<file path="src/gpcb_pkg.sv">
// constants and types for the pin configuration bank
// assumes a byte-wide register port and six pin slots
package gpcb_pkg;

  // ----------------------------------------------------------------
  // register map
  // ----------------------------------------------------------------
  localparam logic [7:0] PIN3_CONFIG_ADDR = 8'h1f;
  localparam logic [7:0] PIN56_CONFIG_ADDR = 8'h20;
  localparam logic [7:0] PIN78_CONFIG_ADDR = 8'h21;
  localparam logic [7:0] PIN_LEVEL_ADDR = 8'h24;

  localparam logic [7:0] PIN3_CONFIG_RESET = 8'h02;
  localparam logic [7:0] PIN56_CONFIG_RESET = 8'h00;
  localparam logic [7:0] PIN78_CONFIG_RESET = 8'h00;

  // ----------------------------------------------------------------
  // field layout inside one register
  // ----------------------------------------------------------------
  localparam int LOW_PIN_LSB = 0;
  localparam int HIGH_PIN_LSB = 4;
  localparam int NIBBLE_W = 4;
  localparam int VALUE_BIT = 3;
  localparam int REMOTE_BIT = 2;
  localparam int DIR_BIT = 1;
  localparam int EN_BIT = 0;

  // ----------------------------------------------------------------
  // pin slots
  // ----------------------------------------------------------------
  localparam int PIN_COUNT = 6;
  localparam int SLOT_PIN3 = 0;
  localparam int SLOT_PIN5 = 1;
  localparam int SLOT_PIN6 = 2;
  localparam int SLOT_PIN7 = 3;
  localparam int SLOT_PIN8 = 4;
  localparam int SLOT_SECOND_PIN3 = 5;

  typedef enum logic [1:0] {
    MODE_FUNCTIONAL = 2'h0,
    MODE_GP_OUTPUT = 2'h1,
    MODE_GP_INPUT = 2'h3,
    MODE_TRISTATE = 2'h2
  } gpcb_mode_type;

  // bit order matches the register nibble, value bit on top
  typedef struct packed {
    logic local_value;
    logic remote_ctrl;
    logic direction;
    logic general_enable;
  } gpcb_pin_cfg_type;

endpackage

</file>
<file path="src/gpcb_bank.sv">
// pin configuration bank: config registers and pad control for six pins
// assumes remote and functional values come from logic on clk
//
// Behaviour
// {direction, enable} 00 functional, 10 tri-state, 01 output, 11 input.
// a general output pin without remote control drives its local value.
// a pin with remote control set is an output carrying the far value.
// with remote control clear the far value is ignored, local settings rule.
// upper pin in bits 7:4, lower in 3:0, each value, remote, dir, enable.
// second-port select set steers the pin-3 register to the second pin 3.
// a register write reaches the pin in the cycle after the write is taken.
module gpcb_bank (
  // clock and reset
  input wire logic clk,
  input wire logic nrst,
  // register port
  input wire logic [7:0] reg_addr,
  input wire logic [7:0] reg_wdata,
  input wire logic reg_wr,
  input wire logic reg_rd,
  output logic [7:0] reg_rdata,
  // port steering
  input wire logic second_port_select,
  // pin sources
  input wire logic [gpcb_pkg::PIN_COUNT-1:0] func_value,
  input wire logic [gpcb_pkg::PIN_COUNT-1:0] remote_value,
  // pads
  input wire logic [gpcb_pkg::PIN_COUNT-1:0] pin_in,
  output logic [gpcb_pkg::PIN_COUNT-1:0] pin_out,
  output logic [gpcb_pkg::PIN_COUNT-1:0] pin_oe
);

  // ----------------------------------------------------------------
  // registers
  // ----------------------------------------------------------------
  logic [3:0] pin3_config_reg, pin3_config_next;
  logic [3:0] second_config_reg, second_config_next;
  logic [7:0] pin56_config_reg, pin56_config_next;
  logic [7:0] pin78_config_reg, pin78_config_next;
  logic [7:0] rdata_reg, rdata_next;
  logic [gpcb_pkg::PIN_COUNT-1:0] level_reg, level_next;
  logic [gpcb_pkg::PIN_COUNT-1:0] sync1_reg, sync2_reg, sync3_reg;
  logic [gpcb_pkg::PIN_COUNT-1:0] pin_out_reg, pin_out_next;
  logic [gpcb_pkg::PIN_COUNT-1:0] pin_oe_reg, pin_oe_next;
  logic [gpcb_pkg::PIN_COUNT-1:0] agree;
  gpcb_pkg::gpcb_pin_cfg_type cfg [gpcb_pkg::PIN_COUNT];

  always_comb
  begin
    pin3_config_next = pin3_config_reg;
    second_config_next = second_config_reg;
    pin56_config_next = pin56_config_reg;
    pin78_config_next = pin78_config_reg;
    rdata_next = 8'h00;
    if (reg_wr)
    begin
      unique case (reg_addr)
        gpcb_pkg::PIN3_CONFIG_ADDR:
        begin
          // upper nibble is reserved and stays zero
          if (second_port_select)
            second_config_next = reg_wdata[3:0];
          else
            pin3_config_next = reg_wdata[3:0];
        end
        gpcb_pkg::PIN56_CONFIG_ADDR: pin56_config_next = reg_wdata;
        gpcb_pkg::PIN78_CONFIG_ADDR: pin78_config_next = reg_wdata;
        default: ;
      endcase
    end
    if (reg_rd)
    begin
      unique case (reg_addr)
        gpcb_pkg::PIN3_CONFIG_ADDR:
          rdata_next = second_port_select ? {4'h0, second_config_reg}
                                          : {4'h0, pin3_config_reg};
        gpcb_pkg::PIN56_CONFIG_ADDR: rdata_next = pin56_config_reg;
        gpcb_pkg::PIN78_CONFIG_ADDR: rdata_next = pin78_config_reg;
        gpcb_pkg::PIN_LEVEL_ADDR: rdata_next = {2'h0, level_reg};
        default: rdata_next = 8'h00;
      endcase
    end
  end

  always_ff @(posedge clk)
  begin
    if (!nrst)
    begin
      pin3_config_reg <= gpcb_pkg::PIN3_CONFIG_RESET[3:0];
      second_config_reg <= gpcb_pkg::PIN3_CONFIG_RESET[3:0];
      pin56_config_reg <= gpcb_pkg::PIN56_CONFIG_RESET;
      pin78_config_reg <= gpcb_pkg::PIN78_CONFIG_RESET;
      rdata_reg <= 8'h00;
    end
    else
    begin
      pin3_config_reg <= pin3_config_next;
      second_config_reg <= second_config_next;
      pin56_config_reg <= pin56_config_next;
      pin78_config_reg <= pin78_config_next;
      rdata_reg <= rdata_next;
    end
  end

  assign reg_rdata = rdata_reg;

  // ----------------------------------------------------------------
  // nibble per pin slot
  // ----------------------------------------------------------------
  assign cfg[gpcb_pkg::SLOT_PIN3] = pin3_config_reg;
  assign cfg[gpcb_pkg::SLOT_PIN5] =
    pin56_config_reg[gpcb_pkg::LOW_PIN_LSB +: gpcb_pkg::NIBBLE_W];
  assign cfg[gpcb_pkg::SLOT_PIN6] =
    pin56_config_reg[gpcb_pkg::HIGH_PIN_LSB +: gpcb_pkg::NIBBLE_W];
  assign cfg[gpcb_pkg::SLOT_PIN7] =
    pin78_config_reg[gpcb_pkg::LOW_PIN_LSB +: gpcb_pkg::NIBBLE_W];
  assign cfg[gpcb_pkg::SLOT_PIN8] =
    pin78_config_reg[gpcb_pkg::HIGH_PIN_LSB +: gpcb_pkg::NIBBLE_W];
  assign cfg[gpcb_pkg::SLOT_SECOND_PIN3] = second_config_reg;

  // ----------------------------------------------------------------
  // pad drive, one stage after the config registers
  // ----------------------------------------------------------------
  genvar g;
  generate
    for (g = 0; g < gpcb_pkg::PIN_COUNT; g++)
    begin : g_pin
      always_comb
      begin
        pin_out_next[g] = 1'b0;
        pin_oe_next[g] = 1'b0;
        if (cfg[g].remote_ctrl)
        begin
          pin_oe_next[g] = 1'b1;
          pin_out_next[g] = remote_value[g];
        end
        else
        begin
          // far value never reaches the pad on this path
          unique case (gpcb_pkg::gpcb_mode_type'({cfg[g].direction,
                                                   cfg[g].general_enable}))
            gpcb_pkg::MODE_FUNCTIONAL:
            begin
              pin_oe_next[g] = 1'b1;
              pin_out_next[g] = func_value[g];
            end
            gpcb_pkg::MODE_GP_OUTPUT:
            begin
              pin_oe_next[g] = 1'b1;
              pin_out_next[g] = cfg[g].local_value;
            end
            gpcb_pkg::MODE_TRISTATE: pin_oe_next[g] = 1'b0;
            gpcb_pkg::MODE_GP_INPUT: pin_oe_next[g] = 1'b0;
          endcase
        end
      end
    end
  endgenerate

  // filtered input: a change counts once stages two and three agree
  assign agree = ~(sync2_reg ^ sync3_reg);
  assign level_next = (agree & sync3_reg) | (~agree & level_reg);

  always_ff @(posedge clk)
  begin
    if (!nrst)
    begin
      pin_out_reg <= '0;
      pin_oe_reg <= '0;
      sync1_reg <= '0;
      sync2_reg <= '0;
      sync3_reg <= '0;
      level_reg <= '0;
    end
    else
    begin
      pin_out_reg <= pin_out_next;
      pin_oe_reg <= pin_oe_next;
      sync1_reg <= pin_in;
      sync2_reg <= sync1_reg;
      sync3_reg <= sync2_reg;
      level_reg <= level_next;
    end
  end

  assign pin_out = pin_out_reg;
  assign pin_oe = pin_oe_reg;
endmodule

</file>
<file path="config.mk">
export PLATFORM = sky130hd
export DESIGN_NAME = gpcb_bank
export DESIGN_NICKNAME = d
export VERILOG_FILES = /design/src/gpcb_pkg.sv /design/src/gpcb_bank.sv
export SDC_FILE = /design/constraint.sdc
export NUM_CORES = 1
export LEC_CHECK = 0
export ABC_AREA = 1
export BUFFER_PORTS_ARGS = -buffer_cell sky130_fd_sc_hd__buf_2
export CORE_UTILIZATION = 54
export DETAILED_ROUTE_END_ITERATION = 8
export PLACE_DENSITY = 0.79
export SYNTH_ARGS = -nofsm -noshare
export SYNTH_HDL_FRONTEND = slang
export SYNTH_SLANG_ARGS = --single-unit
</file>
<file path="constraint.sdc">
create_clock -name clk -period 1.01 [get_ports clk]
set_input_delay 0.1515 -clock clk [delete_from_list [all_inputs] [get_ports clk]]
set_output_delay 0.1515 -clock clk [all_outputs]
set_load 0.005 [all_outputs]
</file>
==> metrics.log <==
INFO  metric outcome = finished clean
INFO  metric worstPathRequired = 1.29 ns
INFO  metric post-route-drc-count = 0
INFO  metric grt.met2_usage = 0.416
INFO  metric crit_path_max_fanout = 2
INFO  metric synth_largest_area_cell = dfxtp_1
INFO  metric via_count_of_the_first_global_routing_pass = between 2000 and 2500
INFO  metric clk_transition_reported_paths = approximately 0.07 ns
INFO  metric numCtsBuffers = 9
INFO  metric area_growth_syn_to_layout = 25.2%
INFO  metric power_density = about 1400 nW/um^2
INFO  metric tritoncts = done
INFO  metric dieWidth = 73.7 um
INFO  metric drt-initial-drc-count = 153
INFO  metric globalplace.congestion = 0.881
INFO  metric end_kind = flop
INFO  metric syn-instance-count = 381
INFO  metric yosys_reg_bits = 68
INFO  metric final_layout_size_suffix_gt1_frac = 0.234
INFO  metric track_usage = 0.242
INFO  metric worst_case_setup_slack_after_placement = -0.208 ns
INFO  metric antenna_violating_nets_post_route = 0
INFO  metric synthDistinctLibCells = 23
INFO  metric gr-usage-met3 = 0.0535
INFO  metric row_count = 25
INFO  metric synth.top_cell.area_share = 0.491
INFO  metric critical_path.startpoint = pin3_config_reg[3]
INFO  metric max_slew_margin = 0.840
INFO  metric cp.arrival = 1.22 ns
INFO  metric layoutNonFillerInstCount = 533
INFO  metric fmax = approximately 1100 MHz
INFO  metric insertedDiodeCount = 0
INFO  metric post-route-min-period = 0.939 ns
INFO  metric mappedNetlistNets = 420
INFO  metric drt_pre_antenna_iters = 4
INFO  metric dp_hpwl = between 4000 and 5000 um
INFO  metric post_synth_instance_area = 2780 um^2
INFO  metric worst-setup-path-type = reg2reg
INFO  metric final.period_utilization = 0.930
INFO  metric timing.setup.tns = 0 ns
INFO  metric grt_remaining_overflow = 0
INFO  metric drt-total-wl = 5930 um
INFO  metric worst_r2r_startpoint = pin3_config_reg[3]
INFO  metric top_usage_layer = met2
INFO  metric cts_num_sinks = 68
INFO  metric htree_levels = 3
INFO  metric ctsRootBufferMaster = clkbuf_8
INFO  metric grt_max_degree = 27
INFO  metric final_core_util = 0.716
INFO  metric average_routed_wire_per_standard_cell = roughly 11 um
INFO  metric io_buffer_count = 58
INFO  metric min_path_type = in2reg
INFO  metric final_nets = 500
INFO  metric floorplan.initialDensity = 0.572
INFO  metric pin_count = just under 60
INFO  metric met1_usage = 0.284
INFO  metric dieArea = 5430 um^2
INFO  metric routed_via_density = 4.74
INFO  metric core_region_area = 4850 um^2
INFO  metric yosysWarnings = 0
INFO  metric setup_slack = 0.0707 ns
INFO  metric rsz0062_at_grt = no
INFO  metric n_fill_cell = 406
INFO  metric cellLeakagePower = between 1.5 and 2 nW
INFO  metric maxCapViolations = 0
INFO  metric hold_path.startpoint = pin_in[4]
INFO  metric finalHoldViolations = 0
INFO  metric ranking_of_synthesized_cells_by_area = dfxtp_1 (49%), nand2_1 (12%), nor2_1 (8.0%), inv_1 (7.6%), a21oi_1 (4.0%)
INFO  metric worst_ir_drop_vdd = between 0.0009 and 0.001 V
INFO  metric setup_viol = 0
INFO  metric dp.cells = 513
INFO  metric tightest_slew = 0.240 ns
INFO  metric ys_seq_area_frac = 0.491
INFO  metric timing.final.max_slew_violations = 0
INFO  metric worstSetupStartpointType = flop
INFO  metric synthesis.area_per_instance = 7.28 um^2
INFO  metric clock_insertion_delay_worst_skew = 0.34 ns
INFO  metric clockBufferDepth = 2
INFO  metric antenna_found_initial = 0
INFO  metric holdWs = 0.00449 ns
INFO  metric clock-skew-final = 0.00822 ns
INFO  metric die_span_in_y = 73.7 um
INFO  metric grt_first_pass_wirelength = 9780 um
INFO  metric vias = 2524
## path summary, 6_finish.rpt
kind                  end  slack, ns  cells past startpoint
min reg2reg  sync2_reg[3]       0.41                      2
max reg2reg  reg_rdata[3]       0.07                      6
max          reg_rdata[3]       0.07                      6
min          sync1_reg[4]      0.004                      3
## per-stage QoR
stage / instance area [um^2] / total power, mW
global route: 3470 / 5.16
CTS: 3470 / 5.01
floorplan: 2780 / 2.97
global placement: 3270 / 3.16
finish: 3470 / 4.96
detailed placement: 3270 / 3.17
## critical path, cell delays in order (launching register included)
cell and delay [ns]:
dfxtp_1 0.34, inv_1 0.06, o21ai_0 0.17, nand3_1 0.09, nand2_1 0.08, nor2_1 0.06, nor2_1 0.09
## synthesized netlist by cell type
master and instances:
nor2_1 59, buf_4 1, nand3_1 20, inv_1 56
nor2_8 2, nor2_4 2, nor2_2 6, buf_1 3
nand2_1 89, inv_2 1, buf_2 1, nand2_4 2
dfxtp_1 68, nor3_1 4, clkinv_4 1, a21oi_1 22
buf_8 1, o21ai_1 10, nand3_2 1, o2111ai_1 6
clkbuf_1 3, o21ai_0 19, nand2_2 4
## timing repair
action	CTS	global route
hold buffers	4	0
buffers inserted	0	0
gates resized for setup	0	3
endpoints found under the hold margin	4	0
setup endpoints to repair	0	2
## layer usage
metal / part of all wire / vias up
li1: - / 1349
met1: 0.47 / 1105
met2: 0.47 / 60
met3: 0.042 / 10
met4: 0.019 / 0
met5: 0 / -
## cells by family (layout without fill, tap and decap cells)
family,count (synthesis),after routing,share of synthesized area
and+or+nand+nor,189,189,0.300
DFF,68,68,0.491
buffers and inverters,67,152,0.0983
AOI/OAI and AO/OA,57,57,0.111
## final cells by class
cell class              count  area, um^2  area share
well taps                  67        83.8      0.0241
flip-flops and latches     68        1360       0.392
clock buffers              11         131      0.0378
clock inverters             5        28.8     0.00829
multi-input cells         246        1140       0.329
inverters                  58         223      0.0641
repair buffers             78         500       0.144
## where the power goes
part           switching, mW  internal [mW]
Clock                  0.968          0.878
Combinational          0.203          0.169
Sequential            0.0170           2.73
Total                   1.19           3.78
## cells in the final DEF (no fill, tap or decap)
master / count
nor2_4: 2
nand2_4: 2
dfxtp_2: 1
nor2_2: 7
nand2_1: 89
inv_1: 56
nand3_1: 20
dlygate4sd3_1: 4
a21oi_1: 22
clkbuf_1: 2
dfxtp_1: 67
buf_4: 12
o21ai_1: 11
nor2_1: 58
nor3_1: 4
clkbuf_8: 9
nand3_2: 1
inv_2: 1
clkinv_2: 4
nor2_8: 2
clkinv_4: 2
buf_12: 4
o21ai_0: 18
buf_2: 58
o2111ai_1: 6
nand2_2: 4
Power figures use the tool's default switching activity.
